File: src/logic/dtc_regs.vh
// Register offsets, field positions, reset values and timing counts of the dual timer/counter
`ifndef DTC_REGS_VH
`define DTC_REGS_VH

// Register offsets on the special function register bus
`define DTC_ADDR_CONTROL 8'h88
`define DTC_ADDR_MODE 8'h89
`define DTC_ADDR_U0_LOW 8'h8A
`define DTC_ADDR_U1_LOW 8'h8B
`define DTC_ADDR_U0_HIGH 8'h8C
`define DTC_ADDR_U1_HIGH 8'h8D

// Reset values
`define DTC_RST_CONTROL 8'h00
`define DTC_RST_MODE 8'h00
`define DTC_RST_COUNT 8'h00

// Control register fields
`define DTC_CTL_U1_OVF 7
`define DTC_CTL_U1_RUN 6
`define DTC_CTL_U0_OVF 5
`define DTC_CTL_U0_RUN 4
`define DTC_CTL_IRQ1_EDGE 3
`define DTC_CTL_IRQ1_TYPE 2
`define DTC_CTL_IRQ0_EDGE 1
`define DTC_CTL_IRQ0_TYPE 0

// Mode register fields, within each unit's nibble
`define DTC_MOD_U1_LSB 4
`define DTC_MOD_U0_LSB 0
`define DTC_MOD_GATE 3
`define DTC_MOD_CNT_SEL 2
`define DTC_MOD_FIELD_HI 1
`define DTC_MOD_FIELD_LO 0

// Mode field encodings
`define DTC_MODE_13BIT 2'h0
`define DTC_MODE_16BIT 2'h1
`define DTC_MODE_RELOAD 2'h2
`define DTC_MODE_SPLIT 2'h3

// One machine cycle in processor clocks
`define DTC_MC_CLKS 12
`define DTC_MC_LAST 4'hB

`endif

File: src/logic/dtc_timer.v
// Dual 16-bit timer/counter on the special function register bus
//
// Function
// Timer mode advances once per twelve clocks
// Counter mode counts falling edges, two-cycle detection
// Count input stable at least one machine cycle
// Mode register: unit one high, zero low
// Select bit chooses edge counting or cycles
// Count needs run and open gate; while split, unit one ignores its run bit and the high byte ignores the gate
// Mode 00: 13-bit count, low five bits
// Rollover to zero sets overflow flag
// Setting run does not clear counts
// Mode 01: full 16-bit count
// Mode 10: low byte reloads from high
// Unit one in mode 11 holds count
// Unit zero mode 11 splits two bytes
// Split: unit one runs without interrupt
// Flags cleared by software or acknowledge
// Control bits 7..4: flags and runs
// Control low nibble: external interrupt bits
// Reset clears mode and control registers
// Count bytes readable and writable anytime
`timescale 1ns/10ps
`include "dtc_regs.vh"
module dtc_timer (
   // Clock and reset
   input wire clk_sys,
   input wire rst_b,
   // Special function register bus
   input wire [7:0] sfr_addr,
   input wire sfr_wr,
   input wire [7:0] sfr_wdata,
   input wire sfr_rd,
   output reg [7:0] sfr_rdata_q,
   // External pins
   input wire unit_zero_ext_input,
   input wire unit_one_ext_input,
   input wire unit_zero_gate_pin,
   input wire unit_one_gate_pin,
   // Interrupt requests and acknowledges
   input wire unit_zero_irq_ack,
   input wire unit_one_irq_ack,
   output wire unit_zero_overflow_flag,
   output wire unit_one_overflow_flag,
   // Unit one overflow strobe for the serial baud generator
   output reg unit_one_baud_tick_q
);
   reg [7:0] timer_control_q;
   reg [7:0] timer_mode_config_q;
   reg [7:0] unit_zero_low_byte_q;
   reg [7:0] unit_zero_high_byte_q;
   reg [7:0] unit_one_low_byte_q;
   reg [7:0] unit_one_high_byte_q;
   reg [3:0] mc_cnt_q;
   reg mc_tick_q;

   reg [7:0] unit_zero_low_byte_d;
   reg [7:0] unit_zero_high_byte_d;
   reg [7:0] unit_one_low_byte_d;
   reg [7:0] unit_one_high_byte_d;
   reg [7:0] timer_control_d;
   reg [7:0] rdata_d;
   reg u0_ovf;
   reg u0_high_ovf;
   reg u1_ovf;
   reg [12:0] sum13;
   reg [15:0] sum16;

   wire u0_level;
   wire u0_fall;
   wire u1_level;
   wire u1_fall;
   wire u0_gate_level;
   wire u1_gate_level;

   // Unit configuration fields
   wire [3:0] u0_cfg = timer_mode_config_q[`DTC_MOD_U0_LSB+3:`DTC_MOD_U0_LSB];
   wire [3:0] u1_cfg = timer_mode_config_q[`DTC_MOD_U1_LSB+3:`DTC_MOD_U1_LSB];
   wire [1:0] u0_mode = u0_cfg[`DTC_MOD_FIELD_HI:`DTC_MOD_FIELD_LO];
   wire [1:0] u1_mode = u1_cfg[`DTC_MOD_FIELD_HI:`DTC_MOD_FIELD_LO];
   wire u0_run = timer_control_q[`DTC_CTL_U0_RUN];
   wire u1_run = timer_control_q[`DTC_CTL_U1_RUN];
   wire split = (u0_mode == `DTC_MODE_SPLIT);

   // Count events: machine cycles or pin falling edges
   wire u0_event = u0_cfg[`DTC_MOD_CNT_SEL] ? u0_fall : mc_tick_q;
   wire u1_event = u1_cfg[`DTC_MOD_CNT_SEL] ? u1_fall : mc_tick_q;

   // Run and gate qualification
   wire u0_enable = u0_run & (~u0_cfg[`DTC_MOD_GATE] | u0_gate_level);
   // While split, unit one run bit belongs to the high byte of unit zero
   wire u1_enable = (split | u1_run) & (~u1_cfg[`DTC_MOD_GATE] | u1_gate_level);

   wire wr_ctl = sfr_wr & (sfr_addr == `DTC_ADDR_CONTROL);
   wire wr_mode = sfr_wr & (sfr_addr == `DTC_ADDR_MODE);
   wire wr_u0_low = sfr_wr & (sfr_addr == `DTC_ADDR_U0_LOW);
   wire wr_u0_high = sfr_wr & (sfr_addr == `DTC_ADDR_U0_HIGH);
   wire wr_u1_low = sfr_wr & (sfr_addr == `DTC_ADDR_U1_LOW);
   wire wr_u1_high = sfr_wr & (sfr_addr == `DTC_ADDR_U1_HIGH);

   // Pins pass two flip-flops before any logic reads them
   dtc_pin_sampler u_u0_count (
      .clk_sys(clk_sys),
      .rst_b(rst_b),
      .pin(unit_zero_ext_input),
      .mc_tick(mc_tick_q),
      .level(u0_level),
      .fall(u0_fall)
   );

   dtc_pin_sampler u_u1_count (
      .clk_sys(clk_sys),
      .rst_b(rst_b),
      .pin(unit_one_ext_input),
      .mc_tick(mc_tick_q),
      .level(u1_level),
      .fall(u1_fall)
   );

   dtc_pin_sampler u_u0_gate (
      .clk_sys(clk_sys),
      .rst_b(rst_b),
      .pin(unit_zero_gate_pin),
      .mc_tick(mc_tick_q),
      .level(u0_gate_level),
      .fall()
   );

   dtc_pin_sampler u_u1_gate (
      .clk_sys(clk_sys),
      .rst_b(rst_b),
      .pin(unit_one_gate_pin),
      .mc_tick(mc_tick_q),
      .level(u1_gate_level),
      .fall()
   );

   // Count byte next values; software writes win over counting
   always @* begin
      unit_zero_low_byte_d = unit_zero_low_byte_q;
      unit_zero_high_byte_d = unit_zero_high_byte_q;
      unit_one_low_byte_d = unit_one_low_byte_q;
      unit_one_high_byte_d = unit_one_high_byte_q;
      u0_ovf = 1'b0;
      u0_high_ovf = 1'b0;
      u1_ovf = 1'b0;
      sum13 = 13'h0000;
      sum16 = 16'h0000;
      // Unit zero; counts resume from held values, nothing clears them on run
      if (u0_enable && u0_event) begin
         case (u0_mode)
            `DTC_MODE_13BIT: begin
               // Upper three low-byte bits are left as they are
               sum13 = {unit_zero_high_byte_q, unit_zero_low_byte_q[4:0]} + 13'h0001;
               unit_zero_high_byte_d = sum13[12:5];
               unit_zero_low_byte_d = {unit_zero_low_byte_q[7:5], sum13[4:0]};
               u0_ovf = &{unit_zero_high_byte_q, unit_zero_low_byte_q[4:0]};
            end
            `DTC_MODE_16BIT: begin
               sum16 = {unit_zero_high_byte_q, unit_zero_low_byte_q} + 16'h0001;
               unit_zero_high_byte_d = sum16[15:8];
               unit_zero_low_byte_d = sum16[7:0];
               u0_ovf = &{unit_zero_high_byte_q, unit_zero_low_byte_q};
            end
            `DTC_MODE_RELOAD: begin
               u0_ovf = &unit_zero_low_byte_q;
               unit_zero_low_byte_d = u0_ovf ? unit_zero_high_byte_q : unit_zero_low_byte_q + 8'h01;
            end
            default: begin
               // Split: low byte alone under unit zero controls
               unit_zero_low_byte_d = unit_zero_low_byte_q + 8'h01;
               u0_ovf = &unit_zero_low_byte_q;
            end
         endcase
      end
      // Split high byte counts machine cycles only, gated by unit one run bit
      if (split && u1_run && mc_tick_q) begin
         unit_zero_high_byte_d = unit_zero_high_byte_q + 8'h01;
         u0_high_ovf = &unit_zero_high_byte_q;
      end
      // Unit one; its own split mode simply holds the count
      if (u1_enable && u1_event) begin
         case (u1_mode)
            `DTC_MODE_13BIT: begin
               sum13 = {unit_one_high_byte_q, unit_one_low_byte_q[4:0]} + 13'h0001;
               unit_one_high_byte_d = sum13[12:5];
               unit_one_low_byte_d = {unit_one_low_byte_q[7:5], sum13[4:0]};
               u1_ovf = &{unit_one_high_byte_q, unit_one_low_byte_q[4:0]};
            end
            `DTC_MODE_16BIT: begin
               sum16 = {unit_one_high_byte_q, unit_one_low_byte_q} + 16'h0001;
               unit_one_high_byte_d = sum16[15:8];
               unit_one_low_byte_d = sum16[7:0];
               u1_ovf = &{unit_one_high_byte_q, unit_one_low_byte_q};
            end
            `DTC_MODE_RELOAD: begin
               u1_ovf = &unit_one_low_byte_q;
               unit_one_low_byte_d = u1_ovf ? unit_one_high_byte_q : unit_one_low_byte_q + 8'h01;
            end
            default: begin
               u1_ovf = 1'b0;
            end
         endcase
      end
      if (wr_u0_low) begin
         unit_zero_low_byte_d = sfr_wdata;
      end
      if (wr_u0_high) begin
         unit_zero_high_byte_d = sfr_wdata;
      end
      if (wr_u1_low) begin
         unit_one_low_byte_d = sfr_wdata;
      end
      if (wr_u1_high) begin
         unit_one_high_byte_d = sfr_wdata;
      end
   end

   // Control register; a hardware set wins over a software or acknowledge clear
   always @* begin
      timer_control_d = wr_ctl ? sfr_wdata : timer_control_q;
      if (unit_zero_irq_ack && !wr_ctl) begin
         timer_control_d[`DTC_CTL_U0_OVF] = 1'b0;
      end
      if (unit_one_irq_ack && !wr_ctl) begin
         timer_control_d[`DTC_CTL_U1_OVF] = 1'b0;
      end
      if (u0_ovf) begin
         timer_control_d[`DTC_CTL_U0_OVF] = 1'b1;
      end
      // Split mode hands unit one's flag to the high byte of unit zero
      if (split ? u0_high_ovf : u1_ovf) begin
         timer_control_d[`DTC_CTL_U1_OVF] = 1'b1;
      end
   end

   // Read multiplexer; unmapped offsets read zero
   always @* begin
      case (sfr_addr)
         `DTC_ADDR_CONTROL: rdata_d = timer_control_q;
         `DTC_ADDR_MODE: rdata_d = timer_mode_config_q;
         `DTC_ADDR_U0_LOW: rdata_d = unit_zero_low_byte_q;
         `DTC_ADDR_U1_LOW: rdata_d = unit_one_low_byte_q;
         `DTC_ADDR_U0_HIGH: rdata_d = unit_zero_high_byte_q;
         `DTC_ADDR_U1_HIGH: rdata_d = unit_one_high_byte_q;
         default: rdata_d = 8'h00;
      endcase
   end

   always @(posedge clk_sys or negedge rst_b) begin
      if (!rst_b) begin
         mc_cnt_q <= 4'h0;
         mc_tick_q <= 1'b0;
         timer_control_q <= `DTC_RST_CONTROL;
         timer_mode_config_q <= `DTC_RST_MODE;
         unit_zero_low_byte_q <= `DTC_RST_COUNT;
         unit_zero_high_byte_q <= `DTC_RST_COUNT;
         unit_one_low_byte_q <= `DTC_RST_COUNT;
         unit_one_high_byte_q <= `DTC_RST_COUNT;
         sfr_rdata_q <= 8'h00;
         unit_one_baud_tick_q <= 1'b0;
      end else begin
         // Machine cycle strobe, one clock in every twelve
         mc_cnt_q <= (mc_cnt_q == `DTC_MC_LAST) ? 4'h0 : mc_cnt_q + 4'h1;
         mc_tick_q <= (mc_cnt_q == `DTC_MC_LAST);
         timer_control_q <= timer_control_d;
         if (wr_mode) begin
            timer_mode_config_q <= sfr_wdata;
         end
         unit_zero_low_byte_q <= unit_zero_low_byte_d;
         unit_zero_high_byte_q <= unit_zero_high_byte_d;
         unit_one_low_byte_q <= unit_one_low_byte_d;
         unit_one_high_byte_q <= unit_one_high_byte_d;
         if (sfr_rd) begin
            sfr_rdata_q <= rdata_d;
         end
         // Baud source keeps working even while split steals the flag
         unit_one_baud_tick_q <= u1_ovf;
      end
   end

   // Flags come straight from the control register flip-flops
   assign unit_zero_overflow_flag = timer_control_q[`DTC_CTL_U0_OVF];
   assign unit_one_overflow_flag = timer_control_q[`DTC_CTL_U1_OVF];
endmodule // dtc_timer

File: src/logic/dtc_pin_sampler.v
// Synchroniser and machine-cycle falling-edge detector for one external pin
`timescale 1ns/10ps
module dtc_pin_sampler (
   // Clock and reset
   input wire clk_sys,
   input wire rst_b,
   // Pin and machine-cycle strobe
   input wire pin,
   input wire mc_tick,
   // Sampled results
   output wire level,
   output wire fall
);
   reg sync1_q;
   reg sync2_q;
   reg samp_q;
   reg prev_q;

   always @(posedge clk_sys or negedge rst_b) begin
      if (!rst_b) begin
         sync1_q <= 1'b0;
         sync2_q <= 1'b0;
         samp_q <= 1'b0;
         prev_q <= 1'b0;
      end else begin
         sync1_q <= pin;
         sync2_q <= sync1_q;
         // Sampling once per machine cycle; a level shorter than that may be missed
         if (mc_tick) begin
            samp_q <= sync2_q;
            prev_q <= samp_q;
         end
      end
   end

   assign level = sync2_q;
   // High sample followed by low sample: the edge shows two machine cycles after it happens
   assign fall = mc_tick & prev_q & ~samp_q;
endmodule // dtc_pin_sampler

File: config.mk
export PLATFORM = sky130hd
export DESIGN_NAME = dtc_timer
export DESIGN_NICKNAME = d
export VERILOG_FILES = /design/src/logic/dtc_timer.v /design/src/logic/dtc_pin_sampler.v
export VERILOG_INCLUDE_DIRS = /design/src /design/src/logic
export SDC_FILE = /design/constraint.sdc
export NUM_CORES = 1
export LEC_CHECK = 0
export ABC_AREA = 1
export ABC_CLOCK_PERIOD_IN_PS = 3050
export BUFFER_PORTS_ARGS = -buffer_cell sky130_fd_sc_hd__buf_2
export CAP_MARGIN = 15
export CORE_UTILIZATION = 60
export DETAILED_ROUTE_END_ITERATION = 7
export HOLD_SLACK_MARGIN = 0.12
export PLACE_DENSITY = 0.79
export SYNTH_ARGS = -nofsm -noshare
export SYNTH_HDL_FRONTEND = slang
export SYNTH_SLANG_ARGS = --single-unit
File: constraint.sdc
create_clock -name clk_sys -period 3.05 [get_ports clk_sys]
set_input_delay 0.1525 -clock clk_sys [delete_from_list [all_inputs] [get_ports clk_sys]]
set_output_delay 0.1525 -clock clk_sys [all_outputs]
set_load 0.05 [all_outputs]
-- Yosys cells after proc, flatten, opt, wreduce, memory -nomap -nowiden
Cells that the tools add are included.
- input port bits: 26
- output and inout bits: 11
- logic and storage cells: 128
- flip-flop bits (word level): 74
- equal/unequal tests: 14
- add/subtract/negate cells: 8
- reduce and logical (&&, ||, !) cells: 31
- multiplexer cells: 30
- bitwise logic cells: 19
- operators by type and width (kind ; count):
    8-bit two-way mux ; 12
    8-bit == test, second input constant ; 6
    8-bit one-hot mux with 3 select lines ; 2
    8-bit one-hot mux with 6 select lines ; 1
    16-bit by 1-bit adder with 16-bit output, second input constant ; 2
    8-bit one-hot mux with 2 select lines ; 2
    16-bit AND reduction ; 2
    13-bit by 1-bit adder with 13-bit output, second input constant ; 2
    13-bit AND reduction ; 2
    8-bit by 1-bit adder with 8-bit output, second input constant ; 3
    8-bit AND reduction ; 3
    3-bit nonzero test ; 5
    1-bit bitwise AND ; 12
    1-bit two-way mux ; 10
    2-bit AND reduction ; 4
    4-bit nonzero test ; 2
    2-bit == test, second input constant ; 3
    1-bit logical AND ; 6
    2-bit nonzero test ; 3
    4-bit by 1-bit adder with 4-bit output, second input constant ; 1
    2-bit by 1-bit == test with 1-bit output, second input constant ; 2
    4-bit == test, second input constant ; 1
    2-bit logical NOT ; 2
    4-bit two-way mux ; 1
    other kinds (7) ; 13

-- Longest topological paths before layout
Gate-level depths: netlist of run 1.
- depth after elaboration: 7
- mapped depth: 12
- gate-level depth less buffers: 12

-- Modules after synthesis
Synthesis of run 1 repeated with hierarchy kept, for this count alone.
- cells, all modules: 737
- area total of the unflattened synthesis: 5001.0 sq um
- by module, submodules not included (module ; instances ; seq. area each (sq um) ; cells an instance ; area each (sq um)):
    dtc_timer ; 1 ; 1551.5 ; 685 ; 4465.5
    dtc_pin_sampler ; 4 ; 100.1 ; 13 ; 133.9

-- Worst setup path after synthesis of run 1
OpenSTA, ideal clock, no wires.
- path type: flip-flop to flip-flop
- start: register unit_zero_low_byte_q[0]
- end: register unit_zero_low_byte_q[5]
- library setup time: 117 ps
- arrival: 1417 ps
- path buffers: 0
- path slack: 1517 ps
- cell stages (with the launch flop): 13
- clock period less this slack: 1533 ps
- required time: 2933 ps
- path through: dfrtp_1 > ha_1 > nand2_2 > nor2_2 > inv_2 > nor2_1 > nand2_1 > nor2_1 > nor2_1 > nand2_1 > nand2_1 > nand2_1 > nand2_1
- cells in the longest elaborated chain, start to end: 5
- elaborated cells on any way between the ends: 7
- classes of those cells: 2 x add/sub; 4 x mux; 1 x reduce/logical
- RTL lines (item ; RTL line ; source):
    start, declared ; dtc_timer.v:50 ; reg [7:0] unit_zero_low_byte_q;
    start signal, assigned ; dtc_timer.v:256 ; unit_zero_low_byte_q <= `DTC_RST_COUNT;
    start signal, assigned ; dtc_timer.v:270 ; unit_zero_low_byte_q <= unit_zero_low_byte_d;
    8-bit by 1-bit adder with 8-bit output or 8-bit AND reduction (tied branches) ; dtc_timer.v:167, dtc_timer.v:171, dtc_timer.v:166 ;
    8-bit two-way mux ; dtc_timer.v:167 ; unit_zero_low_byte_d = u0_ovf ? unit_zero_high_byte_q : unit_zero_low_byte_q + 8'h01;
    8-bit one-hot mux with 3 select lines * ; dtc_timer.v:151 ; case (u0_mode)
    8-bit two-way mux * ; dtc_timer.v:150 ; if (u0_enable && u0_event) begin
    8-bit two-way mux * ; dtc_timer.v:205 ; if (wr_u0_low) begin
Mark *: on every way between the ends. The rest lies on a longest branch, timed or not. The select of a mux whose other input is x is not followed.
A chain may end at the register's enable or synchronous reset.

-- Worst setup path after layout of run 1
- start: register unit_zero_low_byte_q[0]
- end: register unit_zero_low_byte_q[0]
The elaborated chain is that of the path after synthesis.

==> run_results.csv, run 1 <==
group,metric,value,unit
placement,numPortBuffers,36,
detailed_routing,wl_per_cell,16.8,um
synthesis,syn_nets,774,
detailed_routing,routed_wirelength,15000,um
clocking,path_clk_slew,0.11,ns
synthesis,synth_area,0.00496,sq mm
placement,gp_congestion,0.974,
finish,fill_cells,651,
sta,finalSetupTns,0,ns
grt,grt_first_pass_wirelength,24300,um
sta,clock_skew,0.0244,ns
detailed_routing,viasPerCell,5.82,
die,io_pins,37,
clocking,clk_latency,0.37,ns
clocking,cts_root_buf,"clkbuf_8",
critical_path,critPathLaunchType,"flip-flop",
critical_path,crit_fanout,6,
clocking,cts_buffers,9,
synthesis,synth_area_per_cell,6.71,sq um
clocking,clock_sinks,74,
grt,grt_max_degree,75,
synthesis,yosys_warnings,0,
critical_path,rr_endpoint,"unit_zero_low_byte_q[0]",
critical_path,crit_required,3.28,ns
pwr,switching_share,0.348,
synthesis,async_flop_share,1.00,
pwr,power_switching,0.000789,W
pwr,seqPwrFrac,0.486,
min_path,min_path_cells,3,
pwr,power.leakage,2.90,nW
sta,rsz0062_at_grt,"no",
clocking,ctsLongestPathBuffers,2,
critical_path,r2r_cells,10,
die,rows,32,
sta,worst_slew_pin_slew,0.935,ns
finish,area_delta_synth_final,11.1,%
critical_path,worstSetupPathType,"flip-flop to flip-flop",
finish,final_cell_mix,"nand2_1, nand3_1, inv_1",
synthesis,synth_edf_count,0,
synthesis,synth_flop_cell,"dfrtp_1",
clocking,tritoncts,"built",
grt,gr-total-overflow,0,
pwr,intPower,0.00148,W
clocking,cts_resized,0,
finish,drive_above_1_share,0.115,
outcome,status,"finished clean",
flow_run,cap_violations,0,
grt,antenna_found_initial,0,
finish,seq_area,0.00185,sq mm
die,die-area,0.00864,sq mm
die,die_y,93.0,um
critical_path,worstPathArrival,2.16,ns
grt,grt_pass1_vias,4895,
synthesis,yosysSeqAreaShare,0.373,
sta,layout_min_cycle_time,1.93,ns
detailed_routing,vias,5209,
min_path,hold_path.startpoint,"sfr_wdata[1]",
finish,layout_commonest_cell,"nand2_1",
detailed_routing,dr.pass1.iters,7,
min_path,hp-class,"input port to flip-flop",
sta,fin_crit_sh,0.632,
pwr,combPwrFrac,0.176,
critical_path,rr_startpoint,"unit_zero_low_byte_q[0]",
sta,relSlewSlack,0.377,
sta,fmax,0.519,GHz
synthesis,synth.ff_latch_count,74,
grt,grtUsageTotal,0.372,
detailed_routing,drt-initial-drc-count,446,
pwr,ir_worst_vdd,372,uV
die,die_w,93.0,um
finish,multi_input_area,0.00265,sq mm
critical_path,rrSetupSlack,1.12,ns
finish,layout.nets,822,
die,coreArea,0.00785,sq mm
sta,slew_viol_final,0,
pwr,p_per_area,411,mW/mm^2
detailed_routing,antenna_left,0,
die,initial_utilization,0.633,
placement,dp_hpwl,11400,um
critical_path,setup.worst_path.end_class,"flip-flop",
clocking,htreeDepth,3,
synthesis,ys_types,39,
pwr,p_clk_frac,0.338,
finish,antenna_cells,0,
sta,finalSetupViolCount,0,
sta,final-hold-violation-count,0,
synthesis,syn_inst,740,
finish,final_util,0.703,
detailed_routing,drc,0,
min_path,worstHoldEndpoint,"unit_one_high_byte_q[1]",
==> synthesized netlist by cell type (2+ instances only) <==
library cell / instances / area, sq um
nand2_1: 253 / 950
nand3_1: 109 / 546
inv_1: 99 / 372
dfrtp_1: 74 / 1850
nor2_1: 47 / 176
o21ai_0: 46 / 230
o21ai_1: 12 / 60.1
nor3_1: 10 / 50.1
nand2_2: 9 / 56.3
ha_1: 8 / 100
nand4_1: 8 / 50.1
xor2_1: 7 / 61.3
buf_2: 6 / 30.0
inv_2: 6 / 22.5
a21oi_1: 5 / 25.0
nor2_4: 5 / 56.3
buf_4: 3 / 22.5
nand3_2: 3 / 30.0
nor2_2: 3 / 18.8
nor3_4: 3 / 48.8
a21boi_0: 2 / 15.0
nand3b_1: 2 / 15.0
o22ai_1: 2 / 12.5
or2_2: 2 / 12.5
xnor2_1: 2 / 17.5
==> logic make-up after synthesis <==
family          after synthesis  synth area share
fa+ha+maj                     8            0.0202
simple gates                459             0.416
flops                        74             0.373
buf+inv                     117            0.0940
compound gates               72            0.0786
mux                           1           0.00202
xor+xnor                      9            0.0159
==> how the worst max path moves through the flow <==
stage	startpoint	to	slack (ns)	cells past startpoint
after floorplan	unit_zero_low_byte_q[0]	unit_zero_low_byte_q[5]	1.52	12
after global placement	unit_zero_low_byte_q[0]	unit_zero_low_byte_q[0]	1.24	10
after detailed placement	timer_mode_config_q[5]	unit_one_high_byte_q[3]	1.18	9
after CTS	timer_mode_config_q[5]	unit_one_high_byte_q[3]	1.18	9
after global routing	timer_mode_config_q[5]	unit_one_high_byte_q[3]	0.94	9
final	unit_zero_low_byte_q[0]	unit_zero_low_byte_q[0]	1.12	10
==> power by group through the flow <==
stage	Clock [W]	Combinational (W)	Sequential (W)
after global placement	0	0.000371	0.00112
after CTS	0.000771	0.000391	0.00110
final	0.000768	0.000398	0.00110
after detailed placement	0	0.000376	0.00112
after floorplan	0	0.000264	0.00109
after global routing	0.000808	0.000441	0.00111
==> sequential cells by signal (all words and copies together), names as in the netlist, 4 cells and up <==
signal / count
sfr_rdata_q: 8
timer_control_q: 8
timer_mode_config_q: 8
unit_one_high_byte_q: 8
unit_one_low_byte_q: 8
unit_zero_high_byte_q: 8
unit_zero_low_byte_q: 8
mc_cnt_q: 4
==> critical path, cell delays in order (launching register included) <==
cell and delay (ns):
dfrtp_1 0.48, ha_1 0.24, nand2_2 0.09, nor2_2 0.24
inv_2 0.10, nor2_1 0.16, nand2_1 0.12, nor2_1 0.15
nand2_1 0.08, nand3_1 0.07, o211ai_1 0.09
==> through the flow <==
step	area [sq um]	std cells	total power, W	hold slack [ns]	worst slack [ns]
finish	5520	895	0.00227	0.127	1.12
detailed placement	5210	867	0.00149	0.262	1.18
global route	5520	895	0.00236	0.128	0.945
floorplan	4960	740	0.00136	-0.143	1.52
CTS	5520	895	0.00226	0.124	1.18
global placement	5210	867	0.00149	0.263	1.24
==> layout make-up <==
class	count	share of cell area
multi-input cells	549	0.480
flip-flops and latches	74	0.336
inverters	106	0.0723
repair buffers	48	0.0549
well taps	102	0.0231
clock buffers	9	0.0224
clock inverters	7	0.0120
==> layer usage <==
layer / GRT usage / vias to the layer above / wire (um)
met5: 0 / - / 0
met4: 0.174 / 0 / 708
met3: 0.103 / 66 / 1710
met2: 0.574 / 316 / 6440
met1: 0.482 / 2367 / 6160
li1: - / 2460 / -
==> timing repair <==
| item | in CTS | in global routing |
|---|---|---|
| hold buffers | 12 | 0 |
| endpoints found under the hold margin | 96 | 0 |
| buffers inserted | 0 | 0 |
Power figures use the tool's default switching activity.
==> run 2: changes to the inputs <==
--- a/config.mk
+++ b/config.mk
@@ -7,7 +7,7 @@
 export NUM_CORES = 1
 export LEC_CHECK = 0
 export ABC_AREA = 1
-export ABC_CLOCK_PERIOD_IN_PS = 3050
+export ABC_CLOCK_PERIOD_IN_PS = 1970
 export BUFFER_PORTS_ARGS = -buffer_cell sky130_fd_sc_hd__buf_2
 export CAP_MARGIN = 15
 export CORE_UTILIZATION = 60
==> constraint.sdc (replaced) <==
create_clock -name clk_sys -period 1.97 [get_ports clk_sys]
set_input_delay 0.0985 -clock clk_sys [delete_from_list [all_inputs] [get_ports clk_sys]]
set_output_delay 0.0985 -clock clk_sys [all_outputs]
set_load 0.05 [all_outputs]
==> run 2 against run 1 <==
  * Sequential share of layout area decreased by 0.82 points
  * Global-route usage is 0.56 points higher
  * Cell count up 1.3%
  * Fmax grew 5.1%
  * Clock skew fell by 0.0055 ns
  * Non-clock buffer count grew 12
  * Setup slack worse by 0.99 ns
  * Via count increased by 0.84%
  * Combinational power rose by 62%
  * Design area increased by 2.6%
  * Critical path type unchanged
  * Critical endpoint is now timer_control_q[7]
  * Largest cell class unchanged
==> run_results.csv, run 2 (synthesis results as in run 1) <==
group,metric,value,unit
outcome,status,"finished clean",
clocking,cts_buffers,9,
clocking,clock_sinks,74,
clocking,tritoncts,"built",
placement,dp_hpwl,11200,um
detailed_routing,antenna_left,0,
detailed_routing,drt-initial-drc-count,483,
clocking,cts_root_buf,"clkbuf_8",
sta,fin_crit_sh,0.931,
grt,gr-total-overflow,0,
die,coreArea,0.00785,sq mm
finish,final_cell_mix,"nand2_1, nand3_1, inv_1",
critical_path,crit_top_cell,"nand2_1",
critical_path,critPathLaunchType,"flip-flop",
sta,final-hold-violation-count,0,
detailed_routing,routed.top_layer,"met4",
clocking,path_clk_slew,0.10,ns
grt,grt_first_pass_wirelength,24600,um
finish,stdcell_area,0.00566,sq mm
sta,worst_slew_pin_slew,0.630,ns
die,die-area,0.00864,sq mm
critical_path,cp_num_buf_inv,1,
die,die_w,93.0,um
detailed_routing,wl_per_cell,16.7,um
critical_path,worstPathCellList,"ha_1 > nand2_2 > nor2_4 > nand2_1 > inv_1 > nand3_1 > nand2_1 > nand3_1 > nand2_1",
critical_path,rrSetupSlack,0.14,ns
sta,fmax,0.545,GHz
detailed_routing,routed_wirelength,15200,um
detailed_routing,wl_met3,1470,um
critical_path,worstPathArrival,2.15,ns
pwr,power.leakage,2.96,nW
detailed_routing,vias,5253,
clocking,clk_latency,0.37,ns
critical_path,crit_slowest_cell,"dfrtp_1",
sta,layout_min_cycle_time,1.83,ns
sta,slew_viol_final,0,
clocking,ctsLongestPathBuffers,2,
grt,grtUsageTotal,0.377,
flow_run,cap_violations,0,
sta,finalSetupTns,0,ns
die,die_y,93.0,um
grt,grt_max_degree,75,
clocking,htreeDepth,3,
pwr,p_per_area,646,mW/mm^2
die,rows,32,
critical_path,critPathMaxStageDelay,0.45,ns
sta,clock_skew,0.0189,ns
detailed_routing,viasPerCell,5.79,
min_path,hp-class,"input port to flip-flop",
critical_path,crit_fanout,7,
finish,layout.nets,834,
detailed_routing,drc,0,
detailed_routing,wl_met1,6340,um
grt,grt_pass1_vias,5008,
placement,gp_congestion,0.997,
sta,rsz0062_at_grt,"no",
detailed_routing,dr.pass1.iters,6,
sta,relSlewSlack,0.577,
die,io_pins,37,
critical_path,cpLargestDelayFamily,"simple AND/OR/NAND/NOR gates",
sta,finalSetupViolCount,0,
critical_path,worstSetupPathType,"flip-flop to flip-flop",
finish,area_delta_synth_final,14.0,%
critical_path,crit_required,2.29,ns
finish,antenna_cells,0,
die,initial_utilization,0.633,
finish,layout_commonest_cell,"nand2_1",
grt,antenna_found_initial,0,
placement,postPlaceCellArea,0.00527,sq mm
placement,numPortBuffers,36,
critical_path,setup.worst_path.end_class,"flip-flop",
detailed_routing,wl_met2,6890,um
finish,fill_cells,664,
pwr,ir_worst_vdd,546,uV
finish,drive_above_1_share,0.125,
run 2: worst reg2reg max path: stages (launching register included):
cell,delay (ns)
dfrtp_1,0.45
ha_1,0.24
nand2_2,0.12
nor2_4,0.17
nand2_1,0.20
inv_1,0.19
nand3_1,0.16
nand2_1,0.11
nand3_1,0.08
nand2_1,0.07
run 2: area by class of cell:
| class | count | area, sq um | share of cell area |
|---|---|---|---|
| well taps | 102 | 128 | 0.0225 |
| clock buffers | 9 | 124 | 0.0219 |
| multi-input cells | 549 | 2660 | 0.470 |
| flip-flops and latches | 74 | 1850 | 0.327 |
| inverters | 106 | 399 | 0.0705 |
| repair buffers | 60 | 415 | 0.0734 |
| clock inverters | 7 | 82.6 | 0.0146 |
run 2: metrics by stage:
stage | cells | hold slack (ns) | setup WS, ns | power (W) | utilization
after floorplan | 740 | -0.197 | 0.437 | 0.00210 | -
after CTS | 905 | 0.227 | 0.134 | 0.00363 | 0.718
after global placement | 873 | 0.141 | 0.243 | 0.00231 | 0.671
after detailed placement | 873 | 0.144 | 0.141 | 0.00233 | 0.671
after global routing | 907 | 0.248 | 0.0166 | 0.00380 | 0.721
final | 907 | 0.233 | 0.136 | 0.00366 | 0.721
run 2: power by group:
group | total (W) | switching (W) | internal [W]
combinational | 0.000646 | 0.000423 | 0.000223
sequential | 0.00170 | 0.000107 | 0.00160
clock | 0.00131 | 0.000699 | 0.000608
run 2: path summary, 6_finish.rpt:
| path | cells past startpoint | from | endpoint |
|---|---|---|---|
| worst max-delay path | 9 | unit_one_low_byte_q[0] | timer_control_q[7] |
| worst min-delay path | 4 | sfr_addr[0] | unit_zero_low_byte_q[0] |
| max in group asynchronous | 3 | rst_b | unit_zero_low_byte_q[0] |
| worst max register to register | 9 | unit_one_low_byte_q[0] | timer_control_q[7] |
| worst min register to register | 0 | u_u0_gate.sync1_q | u_u0_gate.level |
| min in group asynchronous | 3 | rst_b | unit_one_low_byte_q[1] |
run 2: metal layers:
layer	global-route usage	up-vias
met1	0.502	2429
met4	0.133	0
met2	0.610	296
li1	-	2484
met5	0	-
met3	0.0764	44
run 2: timing repair:
| action | 4_1_cts | 5_1_grt |
|---|---|---|
| hold buffers | 16 | 0 |
| buffers inserted | 0 | 2 |
| resized for setup | 0 | 3 |
| hold endpoints to repair | 105 | 0 |
| setup endpoints to repair | 0 | 5 |
==> run 3: changes to the inputs <==
--- a/config.mk
+++ b/config.mk
@@ -7,9 +7,9 @@
 export NUM_CORES = 1
 export LEC_CHECK = 0
 export ABC_AREA = 1
-export ABC_CLOCK_PERIOD_IN_PS = 1970
+export ABC_CLOCK_PERIOD_IN_PS = 2250
 export BUFFER_PORTS_ARGS = -buffer_cell sky130_fd_sc_hd__buf_2
-export CAP_MARGIN = 15
+export CAP_MARGIN = 10
 export CORE_UTILIZATION = 60
 export DETAILED_ROUTE_END_ITERATION = 7
 export HOLD_SLACK_MARGIN = 0.12
==> constraint.sdc (replaced) <==
create_clock -name clk_sys -period 2.25 [get_ports clk_sys]
set_input_delay 0.1125 -clock clk_sys [delete_from_list [all_inputs] [get_ports clk_sys]]
set_output_delay 0.1125 -clock clk_sys [all_outputs]
set_load 0.05 [all_outputs]
==> run 3 against run 2 <==
  * Worst hold slack got worse by 0.098 ns
  * Largest power group unchanged
  * Sequential share of layout area rose by 0.51 points
  * Flip-flop and latch count did not move
  * Fmax fell by 9.5%
  * Non-clock buffer count fell by 11
  * First-iteration DRC count rose by 18%
  * Largest cell class unchanged
  * Clock skew fell by 0.0014 ns
==> run_results.csv, run 3 (synthesis results as in run 1) <==
group,metric,value,unit
outcome,status,"finished clean",
finish,drive_above_1_share,0.115,
detailed_routing,viasPerCell,5.78,
clocking,cts_buffers,9,
critical_path,rr_startpoint,"timer_mode_config_q[5]",
critical_path,worstPathArrival,2.26,ns
clocking,path_clk_slew,0.10,ns
min_path,worstHoldEndpoint,"timer_control_q[7]",
grt,grt_first_pass_wirelength,24400,um
sta,fmax,0.494,GHz
sta,clock_skew,0.0175,ns
pwr,p_per_area,590,mW/mm^2
finish,stdcell_area,0.00557,sq mm
finish,final_cell_mix,"nand2_1, nand3_1, inv_1",
critical_path,critPathMaxStageDelay,0.45,ns
grt,grt_max_degree,75,
grt,antenna_found_initial,0,
clocking,htreeDepth,3,
pwr,switching_share,0.323,
detailed_routing,routed_wirelength,15100,um
critical_path,crit_top_cell,"nand3_1",
pwr,power_switching,0.00106,W
sta,final-hold-violation-count,0,
detailed_routing,drt-initial-drc-count,569,
grt,gr-total-overflow,0,
detailed_routing,antenna_left,0,
placement,gp_congestion,1.01,
sta,finalSetupViolCount,0,
critical_path,rr_endpoint,"unit_one_high_byte_q[5]",
pwr,p_clk_frac,0.379,
die,coreArea,0.00785,sq mm
min_path,hp-class,"input port to flip-flop",
pwr,seqPwrFrac,0.456,
placement,pre_cts_slack,0.358,ns
sta,fin_crit_sh,0.900,
detailed_routing,vias,5176,
die,die-area,0.00864,sq mm
critical_path,crit_slowest_cell,"dfrtp_1",
finish,area_delta_synth_final,12.2,%
die,initial_utilization,0.633,
clocking,cts_root_buf,"clkbuf_8",
pwr,ir_worst_vdd,419,uV
die,io_pins,37,
clocking,clk_latency,0.37,ns
sta,worst_slack,0.224,ns
flow_run,cap_violations,0,
finish,layout_commonest_cell,"nand2_1",
clocking,clock_sinks,74,
detailed_routing,wl_per_cell,16.8,um
critical_path,crit_fanout,7,
pwr,power.leakage,2.92,nW
placement,postPlaceCellArea,0.00521,sq mm
die,die_w,93.0,um
critical_path,rrSetupSlack,0.22,ns
critical_path,worstPathCellList,"inv_1 > ha_1 > inv_1 > nor3_1 > nand3_1 > nand2_2 > nand3_1 > nand3_1 > nand3_1",
pwr,intPower,0.00222,W
sta,layout_min_cycle_time,2.03,ns
sta,rsz0062_at_grt,"no",
detailed_routing,drc,0,
die,rows,32,
min_path,min_path_cells,4,
critical_path,worstSetupPathType,"flip-flop to flip-flop",
min_path,hold_path.startpoint,"unit_one_irq_ack",
placement,numPortBuffers,36,
sta,finalSetupTns,0,ns
clocking,ctsLongestPathBuffers,2,
die,die_y,93.0,um
finish,layout.nets,823,
critical_path,setup.worst_path.end_class,"flip-flop",
sta,worst_slew_pin_slew,0.932,ns
pwr,combPwrFrac,0.166,
critical_path,critPathLaunchType,"flip-flop",
sta,relSlewSlack,0.379,
grt,grtUsageTotal,0.375,
detailed_routing,dr.pass1.iters,6,
placement,dp_hpwl,11300,um
finish,antenna_cells,0,
sta,slew_viol_final,0,
critical_path,r2r_cells,9,
grt,grt_pass1_vias,4799,
clocking,tritoncts,"built",
critical_path,crit_required,2.49,ns
[run 3: changes by cell type in the layout (fill, tap and decap cells not counted), sizes merged]
cell,delta
buf,-8
bufinv,+1
dlygate4sd3,-3
clkinvlp,-1
[run 3: worst max-delay path by stage]
stage	endpoint	from	cells past startpoint
finish	unit_one_high_byte_q[5]	timer_mode_config_q[5]	9
global route	unit_one_high_byte_q[5]	timer_mode_config_q[5]	9
CTS	unit_one_high_byte_q[5]	timer_mode_config_q[5]	9
detailed placement	unit_one_high_byte_q[5]	timer_mode_config_q[5]	9
global placement	unit_zero_low_byte_q[7]	unit_zero_low_byte_q[0]	12
floorplan	unit_zero_low_byte_q[5]	unit_zero_low_byte_q[0]	12
[run 3: critical path: cells and delay by family, from the launching register on]
family | cells | cell delay (ns)
buffers and inverters | 2 | 0.34
adder cells (fa/ha/maj) | 1 | 0.33
AND/OR/NAND/NOR | 6 | 0.80
flip-flops | 1 | 0.45
[run 3: stage by stage]
stage / hold slack, ns / power (W) / util / cells
3_5_place_dp: 0.222 / 0.00203 / 0.664 / 867
4_1_cts: 0.132 / 0.00327 / 0.710 / 896
2_1_floorplan: -0.183 / 0.00184 / - / 740
6_report: 0.135 / 0.00329 / 0.710 / 896
3_3_place_gp: 0.222 / 0.00202 / 0.664 / 867
5_1_grt: 0.147 / 0.00341 / 0.710 / 896
[run 3: power by group through the flow]
stage	registers, W	clock network (W)	logic, W
after floorplan	0.00148	0	0.000357
after global placement	0.00151	0	0.000503
after detailed placement	0.00152	0	0.000513
after CTS	0.00149	0.00125	0.000533
after global routing	0.00151	0.00130	0.000604
final	0.00150	0.00125	0.000545
[run 3: layout make-up]
class / instances / area (sq um)
multi-input cells: 549 / 2650
fillers: 690 / 2280
flip-flops and latches: 74 / 1850
inverters: 106 / 399
repair buffers: 49 / 313
well taps: 102 / 128
clock buffers: 9 / 124
clock inverters: 7 / 108
[run 3: layer usage]
| metal | vias to the layer above | track usage | wire (um) |
|---|---|---|---|
| li1 | 2454 | - | - |
| met1 | 2387 | 0.532 | 6320 |
| met2 | 294 | 0.575 | 6770 |
| met3 | 41 | 0.0649 | 1530 |
| met4 | 0 | 0.136 | 440 |
| met5 | - | 0 | 0 |
[run 3: repair_timing]
item / in CTS / in global routing
hold endpoints to repair: 100 / 0
resized for setup: 0 / 0
hold buffers: 13 / 0
setup buffers: 0 / 0
